==> config.mk <==
export PLATFORM = sky130hd
export DESIGN_NAME = dsw_top
export DESIGN_NICKNAME = d
export VERILOG_FILES = /design/src/design/dsw_pkg.sv /design/src/design/dsw_ch_if.sv /design/src/design/dsw_switch.sv /design/src/design/dsw_top.sv
export SDC_FILE = /design/constraint.sdc
export NUM_CORES = 2
export LEC_CHECK = 0
export ABC_AREA = 1
export ABC_CLOCK_PERIOD_IN_PS = 11000
export BUFFER_PORTS_ARGS = -buffer_cell sky130_fd_sc_hd__clkbuf_2
export CORE_ASPECT_RATIO = 0.9
export CORE_UTILIZATION = 66
export CTS_BUF_LIST = sky130_fd_sc_hd__clkbuf_8
export CTS_CLUSTER_SIZE = 20
export DETAILED_ROUTE_END_ITERATION = 10
export PLACE_DENSITY_LB_ADDON = 0.2
export SLEW_MARGIN = 25
export SYNTH_ARGS = -nofsm -noshare
export SYNTH_HDL_FRONTEND = slang
export SYNTH_SLANG_ARGS = --single-unit
export TNS_END_PERCENT = 1
==> constraint.sdc <==
create_clock -name sys_clk -period 11 [get_ports sys_clk]
set_clock_uncertainty 0.1 [all_clocks]
set_input_delay 1.65 -clock sys_clk [delete_from_list [all_inputs] [get_ports sys_clk]]
set_output_delay 1.65 -clock sys_clk [all_outputs]
set_load 0.005 [all_outputs]
==> src/design/dsw_pkg.sv <==
/*
  Package for the distance switch output logic: register map, reset values,
  modes, analog spans and range limits.
  Assumes distances arrive as unsigned counts of 0.1 mm.
*/
package dsw_pkg;

  ////////////////////////////////////////////////////////////////////////////
  // Register byte offsets
  localparam logic [11:0] OFS_CTRL     = 12'h000;
  localparam logic [11:0] OFS_ANA_MIN  = 12'h004;
  localparam logic [11:0] OFS_ANA_MAX  = 12'h008;
  localparam logic [11:0] OFS_STATUS   = 12'h00c;
  localparam logic [11:0] OFS_CH_BASE  = 12'h010;
  localparam logic [11:0] OFS_CH_STEP  = 12'h010;
  localparam logic [1:0]  FLD_FAR      = 2'h0;
  localparam logic [1:0]  FLD_NEAR     = 2'h1;
  localparam logic [1:0]  FLD_HYST     = 2'h2;
  localparam logic [1:0]  FLD_RESV     = 2'h3;

  // Control register field positions
  localparam int CTRL_SPAN_LSB = 0;
  localparam int CTRL_FALL     = 2;
  localparam int CTRL_DARK_LSB = 3;
  localparam int CTRL_MODE_LSB = 5;

  ////////////////////////////////////////////////////////////////////////////
  // Modes and spans
  typedef enum logic [1:0] {
    SINGLE_POINT_OBJECT_MODE,
    WINDOW_MODE,
    DUAL_SETPOINT_MODE,
    SINGLE_POINT_BACKGROUND_MODE
  } dsw_mode_type;

  typedef enum logic [1:0] {
    SPAN_CUR_4_20,
    SPAN_VOLT_1_10,
    SPAN_VOLT_0_10
  } dsw_span_type;

  // Analog endpoints in uA for current, mV for voltage
  localparam logic [15:0] CUR_LO  = 16'h0fa0;
  localparam logic [15:0] CUR_HI  = 16'h4e20;
  localparam logic [15:0] V110_LO = 16'h03e8;
  localparam logic [15:0] V110_HI = 16'h2710;
  localparam logic [15:0] V010_LO = 16'h0000;
  localparam logic [15:0] V010_HI = 16'h2710;

  ////////////////////////////////////////////////////////////////////////////
  // Range limits and reset values (0.1 mm units), division step count
  localparam logic [15:0] RANGE_MIN    = 16'h01f4;
  localparam logic [15:0] RANGE_MAX    = 16'h03e8;
  localparam logic [15:0] RST_FAR      = 16'h03e8;
  localparam logic [15:0] RST_NEAR     = 16'h01f4;
  localparam logic [15:0] RST_HYST     = 16'h000a;
  localparam logic [15:0] RST_RESV     = 16'h0000;
  localparam int          DIV_STEPS    = 32;

endpackage : dsw_pkg

==> src/design/dsw_ch_if.sv <==
/*
  Interface carrying one switching channel's settings and its output.
  Assumes the top drives settings and the evaluator drives the output.
*/
`timescale 1ns/1ns
`default_nettype none
interface dsw_ch_if;
  import dsw_pkg::*;
  logic [15:0]  far_setpoint;
  logic [15:0]  near_setpoint;
  logic [15:0]  hyst;
  logic [15:0]  resv;
  dsw_mode_type mode;
  logic         dark;
  logic         enable;
  logic         out;
  modport cfg  (output far_setpoint, near_setpoint, hyst, resv, mode, dark, enable,
                input out);
  modport eval (input far_setpoint, near_setpoint, hyst, resv, mode, dark, enable,
                output out);
endinterface : dsw_ch_if
`default_nettype wire

==> src/design/dsw_switch.sv <==
/*
  One switching channel: edge placement per mode, hysteresis and logic.
  Assumes meas_strobe is a one-cycle pulse per completed measurement.
*/
`timescale 1ns/1ns
`default_nettype none
module dsw_switch
  import dsw_pkg::*;
(
  input  wire logic        sys_clk,
  input  wire logic        reset,
  input  wire logic        meas_strobe,
  input  wire logic        meas_valid,
  input  wire logic [15:0] meas_dist,
  dsw_ch_if.eval           ch
);

  logic               act_r;
  logic               act_nxt;
  logic               out_r;
  logic signed [17:0] d;
  logic signed [17:0] lim;
  logic signed [17:0] far_s;
  logic signed [17:0] near_s;
  logic signed [17:0] hy;
  logic signed [17:0] rs;
  logic signed [17:0] near_e;
  logic signed [17:0] far_e;
  logic signed [17:0] on_lo;
  logic signed [17:0] on_hi;
  logic signed [17:0] off_lo;
  logic signed [17:0] off_hi;
  logic               in_on;
  logic               in_off;

  ////////////////////////////////////////////////////////////////////////////
  // Edge placement
  assign d      = {2'b00, meas_dist};
  assign lim    = {2'b00, RANGE_MIN};
  assign far_s  = {2'b00, ch.far_setpoint};
  assign near_s = {2'b00, ch.near_setpoint};
  assign hy     = {2'b00, ch.hyst};
  assign rs     = {2'b00, ch.resv};
  assign near_e = (near_s < lim + hy) ? near_s + hy : near_s;
  assign far_e  = (far_s < near_e) ? near_e : far_s;

  always_comb begin
    on_lo  = lim;
    off_lo = lim - hy;
    on_hi  = far_s + rs;
    off_hi = far_s + rs + hy;
    case (ch.mode)
      SINGLE_POINT_OBJECT_MODE: begin
        on_hi  = far_s + rs;
        off_hi = far_s + rs + hy;
      end
      WINDOW_MODE: begin
        on_lo  = near_s;
        off_lo = near_s - hy;
        on_hi  = far_s;
        off_hi = far_s + hy;
      end
      DUAL_SETPOINT_MODE: begin
        on_hi  = near_e - 18'sd1;
        off_hi = far_e;
      end
      SINGLE_POINT_BACKGROUND_MODE: begin
        on_hi  = far_s - rs - hy - 18'sd1;
        off_hi = far_s - rs - 18'sd1;
      end
      default: begin
        on_hi  = far_s;
        off_hi = far_s;
      end
    endcase
  end

  ////////////////////////////////////////////////////////////////////////////
  // Hysteresis state
  assign in_on  = (d >= on_lo) && (d <= on_hi);
  assign in_off = (d < off_lo) || (d > off_hi);

  always_comb begin
    act_nxt = act_r;
    if (!ch.enable || !meas_valid) begin
      act_nxt = 1'b0;
    end else if (in_on) begin
      act_nxt = 1'b1;
    end else if (in_off) begin
      act_nxt = 1'b0;
    end
  end

  always_ff @(posedge sys_clk or posedge reset) begin
    if (reset) begin
      act_r <= 1'b0;
      out_r <= 1'b0;
    end else if (meas_strobe) begin
      act_r <= act_nxt;
      out_r <= ch.enable & (ch.dark ^ act_nxt);
    end
  end

  assign ch.out = out_r;

endmodule : dsw_switch
`default_nettype wire

==> src/design/dsw_top.sv <==
/*
  Distance switch output logic: APB register file, two switching channels
  and the linear analog output value.
  Assumes one 50 MHz clock, APB master, distance in 0.1 mm counts.
*/
`timescale 1ns/1ns
`default_nettype none
module dsw_top
  import dsw_pkg::*;
(
  input  wire logic        sys_clk,
  input  wire logic        reset,
  input  wire logic [11:0] paddr,
  input  wire logic        psel,
  input  wire logic        penable,
  input  wire logic        pwrite,
  input  wire logic [31:0] pwdata,
  output logic      [31:0] prdata,
  output logic             pready,
  output logic             pslverr,
  input  wire logic        meas_strobe,
  input  wire logic        meas_valid,
  input  wire logic [15:0] meas_dist,
  input  wire logic        variant_two_out,
  input  wire logic        variant_mfi,
  output logic             switch_channel_one,
  output logic             switch_channel_two,
  output logic      [15:0] analog_value,
  output logic      [1:0]  analog_span
);

  typedef enum logic [1:0] {ANA_IDLE, ANA_PREP, ANA_DIV} dsw_ana_type;

  logic [1:0]   span_r;
  logic         fall_r;
  logic [1:0]   dark_r;
  dsw_mode_type mode_r [0:1];
  logic [15:0]  ana_min_r;
  logic [15:0]  ana_max_r;
  logic [15:0]  far_r  [0:1];
  logic [15:0]  near_r [0:1];
  logic [15:0]  hyst_r [0:1];
  logic [15:0]  resv_r [0:1];
  logic         two_r;
  logic         mfi_r;
  logic [31:0]  prdata_r;
  logic         pready_r;
  logic         pslverr_r;
  logic [15:0]  dist_r;
  logic         valid_r;
  logic [1:0]   ch_out;
  logic [1:0]   ch_en;

  ////////////////////////////////////////////////////////////////////////////
  // Bus decode
  logic        setup;
  logic        wr_acc;
  logic        sel_ctrl;
  logic        sel_amin;
  logic        sel_amax;
  logic        sel_stat;
  logic [1:0]  sel_ch;
  logic [1:0]  fld;
  logic        mapped;
  logic [31:0] rd_mux;
  logic [15:0] ch_rd [0:1];

  assign setup    = psel & ~penable;
  assign wr_acc   = psel & penable & pready_r & pwrite & ~pslverr_r;
  assign sel_ctrl = paddr == OFS_CTRL;
  assign sel_amin = paddr == OFS_ANA_MIN;
  assign sel_amax = paddr == OFS_ANA_MAX;
  assign sel_stat = paddr == OFS_STATUS;
  assign fld      = paddr[3:2];
  assign sel_ch[0] = (paddr[11:4] == OFS_CH_BASE[11:4]) && (paddr[1:0] == 2'b00);
  assign sel_ch[1] = (paddr[11:4] == OFS_CH_BASE[11:4] + OFS_CH_STEP[11:4])
                     && (paddr[1:0] == 2'b00);
  assign mapped   = sel_ctrl | sel_amin | sel_amax | sel_stat | (|sel_ch);

  assign rd_mux = sel_ctrl ? {23'h000000, mode_r[1], mode_r[0], dark_r, fall_r, span_r} :
                  sel_amin ? {16'h0000, ana_min_r} :
                  sel_amax ? {16'h0000, ana_max_r} :
                  sel_stat ? {ch_out, valid_r, 13'h0000, dist_r} :
                  sel_ch[0] ? {16'h0000, ch_rd[0]} :
                  sel_ch[1] ? {16'h0000, ch_rd[1]} : 32'h00000000;

  always_ff @(posedge sys_clk or posedge reset) begin
    if (reset) begin
      prdata_r  <= 32'h00000000;
      pready_r  <= 1'b0;
      pslverr_r <= 1'b0;
    end else begin
      pready_r  <= setup;
      pslverr_r <= setup & ~mapped;
      prdata_r  <= (setup & ~pwrite) ? rd_mux : 32'h00000000;
    end
  end

  ////////////////////////////////////////////////////////////////////////////
  // Global control registers
  always_ff @(posedge sys_clk or posedge reset) begin
    if (reset) begin
      span_r    <= SPAN_CUR_4_20;
      fall_r    <= 1'b0;
      dark_r    <= 2'b00;
      ana_min_r <= RANGE_MIN;
      ana_max_r <= RANGE_MAX;
    end else if (wr_acc) begin
      if (sel_ctrl) begin
        span_r <= pwdata[CTRL_SPAN_LSB +: 2];
        fall_r <= pwdata[CTRL_FALL];
        dark_r <= pwdata[CTRL_DARK_LSB +: 2];
      end
      if (sel_amin) begin
        ana_min_r <= pwdata[15:0];
      end
      if (sel_amax) begin
        ana_max_r <= pwdata[15:0];
      end
    end
  end

  // Variant straps, sampled on every clock after reset release
  always_ff @(posedge sys_clk or posedge reset) begin
    if (reset) begin
      two_r <= 1'b0;
      mfi_r <= 1'b0;
    end else begin
      two_r <= variant_two_out;
      mfi_r <= variant_mfi;
    end
  end

  assign ch_en[0] = 1'b1;
  assign ch_en[1] = two_r & ~mfi_r;

  ////////////////////////////////////////////////////////////////////////////
  // Switching channels
  genvar c;
  generate
    for (c = 0; c < 2; c++) begin : g_ch
      dsw_ch_if chi ();

      always_ff @(posedge sys_clk or posedge reset) begin
        if (reset) begin
          mode_r[c] <= SINGLE_POINT_OBJECT_MODE;
          far_r[c]  <= RST_FAR;
          near_r[c] <= RST_NEAR;
          hyst_r[c] <= RST_HYST;
          resv_r[c] <= RST_RESV;
        end else if (wr_acc) begin
          if (sel_ctrl) begin
            mode_r[c] <= dsw_mode_type'(pwdata[CTRL_MODE_LSB + 2*c +: 2]);
          end
          if (sel_ch[c] && fld == FLD_FAR) begin
            far_r[c] <= pwdata[15:0];
          end
          if (sel_ch[c] && fld == FLD_NEAR) begin
            near_r[c] <= pwdata[15:0];
          end
          if (sel_ch[c] && fld == FLD_HYST) begin
            hyst_r[c] <= pwdata[15:0];
          end
          if (sel_ch[c] && fld == FLD_RESV) begin
            resv_r[c] <= pwdata[15:0];
          end
        end
      end

      assign ch_rd[c] = (fld == FLD_FAR)  ? far_r[c] :
                        (fld == FLD_NEAR) ? near_r[c] :
                        (fld == FLD_HYST) ? hyst_r[c] : resv_r[c];

      assign chi.far_setpoint  = far_r[c];
      assign chi.near_setpoint = near_r[c];
      assign chi.hyst          = hyst_r[c];
      assign chi.resv          = resv_r[c];
      assign chi.mode          = mode_r[c];
      assign chi.dark          = dark_r[c];
      assign chi.enable        = ch_en[c];
      assign ch_out[c]         = chi.out;

      dsw_switch u_sw (
        .sys_clk     (sys_clk),
        .reset       (reset),
        .meas_strobe (meas_strobe),
        .meas_valid  (meas_valid),
        .meas_dist   (meas_dist),
        .ch          (chi.eval)
      );
    end
  endgenerate

  ////////////////////////////////////////////////////////////////////////////
  // Analog value: lo + (hi - lo) * n / (max - min), by serial division
  dsw_ana_type ana_st_r;
  logic [5:0]  step_r;
  logic [31:0] quo_r;
  logic [16:0] rem_r;
  logic [15:0] den_r;
  logic [15:0] lo_r;
  logic [15:0] analog_r;
  logic [15:0] span_lo;
  logic [15:0] span_hi;
  logic [15:0] dclamp;
  logic [15:0] num;
  logic [31:0] prod;
  logic [16:0] rshift;
  logic        rge;

  assign span_lo = (span_r == SPAN_VOLT_1_10) ? V110_LO :
                   (span_r == SPAN_VOLT_0_10) ? V010_LO : CUR_LO;
  assign span_hi = (span_r == SPAN_VOLT_1_10) ? V110_HI :
                   (span_r == SPAN_VOLT_0_10) ? V010_HI : CUR_HI;
  assign dclamp  = (dist_r < ana_min_r) ? ana_min_r :
                   (dist_r > ana_max_r) ? ana_max_r : dist_r;
  assign num     = fall_r ? ana_max_r - dclamp : dclamp - ana_min_r;
  assign prod    = num * (span_hi - span_lo);
  assign rshift  = {rem_r[15:0], quo_r[31]};
  assign rge     = rshift >= {1'b0, den_r};

  always_ff @(posedge sys_clk or posedge reset) begin
    if (reset) begin
      dist_r  <= 16'h0000;
      valid_r <= 1'b0;
    end else if (meas_strobe) begin
      valid_r <= meas_valid;
      if (meas_valid) begin
        dist_r <= meas_dist;
      end
    end
  end

  always_ff @(posedge sys_clk or posedge reset) begin
    if (reset) begin
      ana_st_r <= ANA_IDLE;
      step_r   <= 6'h00;
      quo_r    <= 32'h00000000;
      rem_r    <= 17'h00000;
      den_r    <= 16'h0000;
      lo_r     <= CUR_LO;
      analog_r <= CUR_LO;
    end else begin
      case (ana_st_r)
        ANA_IDLE: begin
          if (meas_strobe && meas_valid) begin
            ana_st_r <= ANA_PREP;
          end
        end
        ANA_PREP: begin
          den_r    <= ana_max_r - ana_min_r;
          quo_r    <= prod;
          rem_r    <= 17'h00000;
          lo_r     <= span_lo;
          step_r   <= 6'h00;
          ana_st_r <= (ana_max_r > ana_min_r) ? ANA_DIV : ANA_IDLE;
          if (ana_max_r <= ana_min_r) begin
            analog_r <= span_lo;
          end
        end
        ANA_DIV: begin
          rem_r  <= rge ? rshift - {1'b0, den_r} : rshift;
          quo_r  <= {quo_r[30:0], rge};
          step_r <= step_r + 6'h01;
          if (step_r == 6'(DIV_STEPS - 1)) begin
            analog_r <= lo_r + {quo_r[14:0], rge};
            ana_st_r <= ANA_IDLE;
          end
        end
        default: ana_st_r <= ANA_IDLE;
      endcase
    end
  end

  ////////////////////////////////////////////////////////////////////////////
  // Outputs
  assign prdata             = prdata_r;
  assign pready             = pready_r;
  assign pslverr            = pslverr_r;
  assign switch_channel_one = ch_out[0];
  assign switch_channel_two = ch_out[1];
  assign analog_value       = analog_r;
  assign analog_span        = span_r;

endmodule : dsw_top
`default_nettype wire

==> impl_metrics.toml <==
[sta]
timing.final.setup_violations = 0
min_period_over_period = 0.9290
finalSetupTns_ps = 0
grt_setup_unrepaired = "no"
hold_viol_final = 0
timing_worst_slew_pin_value_ps = 1141
final_max_slew_viol_count = 0
post-route-min-period_ps = 10220
clock.fmax_ghz = 0.09786
worst_slack_on_hold_paths_ps = 366.7
relSlewSlack = 0.2365

[floorplanning]
placementRows = 89
io_pins = 123
floorplan.die_area_sq_mm = 0.06709
die_h_um = 245.8
core_area_sq_mm = 0.06548
chipWidth_um = 272.9
initial_core_util = 0.6659

[route]
detailedRoute.firstPassIterationCount = 10
first_iter_violations = 6096
detail_route.drc_violations = 0
routed_wirelength_um = 159600
ant_nets = 0
route.detailed.vias_per_inst = 6.281
routed_wire_length_per_instance_um = 21.91
detailroute.via_count = 45750

[clock_tree]
number_of_clock_sinks = 304
worst_skew_pair.late_latency_ps = 720
clockRootBuffer = "clkbuf_8"
cts_setup_buffers = 0
clkTransAtPathRegs_ps = 70
cts.hold.buffers_added = 0
cts_inserted_buffers = 53
tritoncts = "built"
cts_max_level = 2
cts_buffer_depth = 3
postCtsResizedCells = 0

[critical_path]
crit_path_max_fanout = 17
worstPathArrival_ps = 10680
timing_worst_setup_path_type = "reg -> reg"
critPathTopFamily = "adder cells"
critical-path-slowest-cell = "dfstp_2"
cpPeakStageDelay_ps = 640
critical_path.startpoint_type = "flip-flop"
critical_path_required_ps = 11460
crit_path_capture_type = "flip-flop"
critical_path_buffers_and_inverters = 8

[placement]
place.detailed.hpwl_um = 127400
finalWeightedCongestion = 1.070
placement.io_buffers = 93

[logic_synthesis]
synthesis.instances = 6341
synth.avg_cell_area_sq_um = 6.876
ys_warn_count = 0
register_bit_count_reported_by_yosys = 304
synth_area_sq_mm = 0.04360
asyncSetResetFlopFracSynth = 1.000
post_synth_num_cell_types = 62
synth-edff-count = 0
synth-seq-area-share = 0.1759
synthFlopType = "dfrtp_1"

[final_layout]
syn_to_final_growth_pct = 5.602
final_layout_size_suffix_gt1_frac = 0.05579
final_core_util = 0.7032
design.final.nets = 7233

[global_route]
grt_first_pass_wirelength_um = 240400
antenna_found_initial = 4
grt_pass1_vias = 41730
grt_max_degree = 111
grt_util_all_layers = 0.4679
global_route.overflow_total = 0

[status]
outcome = "complete, no violations"

[run]
drv.max_cap_violation_count = 0

[hold_path]
class_of_the_tightest_hold_or_removal_check = "reg -> reg"
[state kept, by name, indices dropped and copies added, names as in the netlist, 3 cells and up]
signal,flops
ana_max_r,16
ana_min_r,16
analog_value,16
den_r,16
dist_r,16
g_ch.chi.far_setpoint,32
g_ch.chi.hyst,32
g_ch.chi.mode,4
g_ch.chi.near_setpoint,32
g_ch.chi.resv,32
lo_r,3
prdata,19
quo_r,32
rem_r,16
step_r,6
[through the flow]
stage          instance area [sq um]  setup WS, ps  cells
3_3_place_gp                   44840         899.3   7182
3_5_place_dp                   44840         745.3   7182
6_report                       46040         781.0   7285
2_1_floorplan                  43700         926.8   6368
4_1_cts                        46010         700.5   7281
5_1_grt                        46030         94.14   7281
[cells in the mapped netlist, types with 7 or more instances]
cell type,count,area [sq um]
clkinv_1,7,26.28
a211oi_1,21,157.7
or2_2,17,106.4
buf_2,7,35.03
xor2_1,154,1349
a21o_1,14,105.1
o2111ai_1,34,297.8
nand3_1,262,1311
o311ai_0,7,61.31
o21bai_1,48,360.4
nor3_1,83,415.4
o221ai_1,56,490.5
o211ai_1,69,518.0
inv_1,958,3596
o31ai_1,10,75.07
clkbuf_1,161,604.3
nor2_2,10,62.56
dfrtp_1,256,6406
a221oi_1,9,78.83
a21oi_1,516,2582
nand2_2,8,50.05
nand3b_1,26,195.2
nand2_1,1384,5195
fa_1,172,3443
a311oi_1,8,70.07
nor4_1,23,143.9
o21ai_1,26,130.1
inv_2,8,30.03
nor2_1,455,1708
o21a_1,13,97.59
and2_1,8,50.05
xnor2_1,57,499.2
buf_4,15,112.6
o21ai_0,616,3083
dfstp_2,48,1261
o22ai_1,11,68.82
ha_1,619,7745
a31oi_1,28,175.2
nand4_1,57,356.6
[path summary, 6_finish.rpt]
kind	start	endpoint	slack, ps	cells past startpoint
setup / recovery	ana_max_r[7]	quo_r[31]	780	46
max in group asynchronous	reset	g_ch[1].chi.hyst[2]	7610	4
hold reg to reg	analog_value[8]	analog_value[8]	370	2
hold / removal	analog_value[8]	analog_value[8]	370	2
setup reg to reg	ana_max_r[7]	quo_r[31]	780	46
min in group asynchronous	reset	rem_r[4]	970	2
[layer usage]
layer | vias up | track usage | wire, um
li1 | 21190 | - | -
met1 | 20970 | 0.6449 | 63310
met2 | 3036 | 0.6746 | 64470
met3 | 553 | 0.1294 | 22840
met4 | 6 | 0.2170 | 8807
met5 | - | 0.007310 | 151
[placed cells by master, fill, tap and decap left out, types with 28 or more instances in the layout]
cell type,synthesis,final
inv_1,958,969
clkbuf_2,0,93
conb_1,2,29
xnor2_1,57,57
nor2_1,455,453
dfstp_2,48,48
o2111ai_1,34,34
dfrtp_1,256,256
nand2_1,1384,1379
a31oi_1,28,28
ha_1,619,619
a21oi_1,516,516
o211ai_1,69,69
nand3_1,262,262
fa_1,172,172
o221ai_1,56,56
nand4_1,57,57
xor2_1,154,154
nor3_1,83,80
o21bai_1,48,48
buf_4,15,51
clkbuf_8,0,66
o21ai_0,616,616
[tightest hold or removal path, cell delays in order (launching register included)]
cell and delay (ps):
dfstp_2 370, nand2_1 50, nand2_1 50
[logic make-up after synthesis]
logic type               count (synthesis)  share of synthesized area
XOR/XNOR                               211                    0.04239
flip-flops                             304                     0.1759
AO/OA/AOI/OAI                         1516                     0.1977
AND/OR/NAND/NOR                       2350                     0.2245
adder cells (fa/ha/maj)                791                     0.2566
buffers and inverters                 1167                     0.1028
other                                    2                  0.0001722
[layout make-up]
| type | instances | area [sq um] |
|---|---|---|
| sequential | 304 | 7667 |
| clock buffer | 66 | 908.4 |
| timing repair buffer | 144 | 848.3 |
| inverter | 973 | 3660 |
| multi-input combinational | 4897 | 31610 |
| clock inverter | 33 | 260.3 |
| fill | 5578 | 19430 |
| antenna | 4 | 10.01 |
| tap | 864 | 1081 |
Power is left out: the tool's default activity adds up to more than one toggle a clock period on the data nets, which glitch-free logic cannot reach.
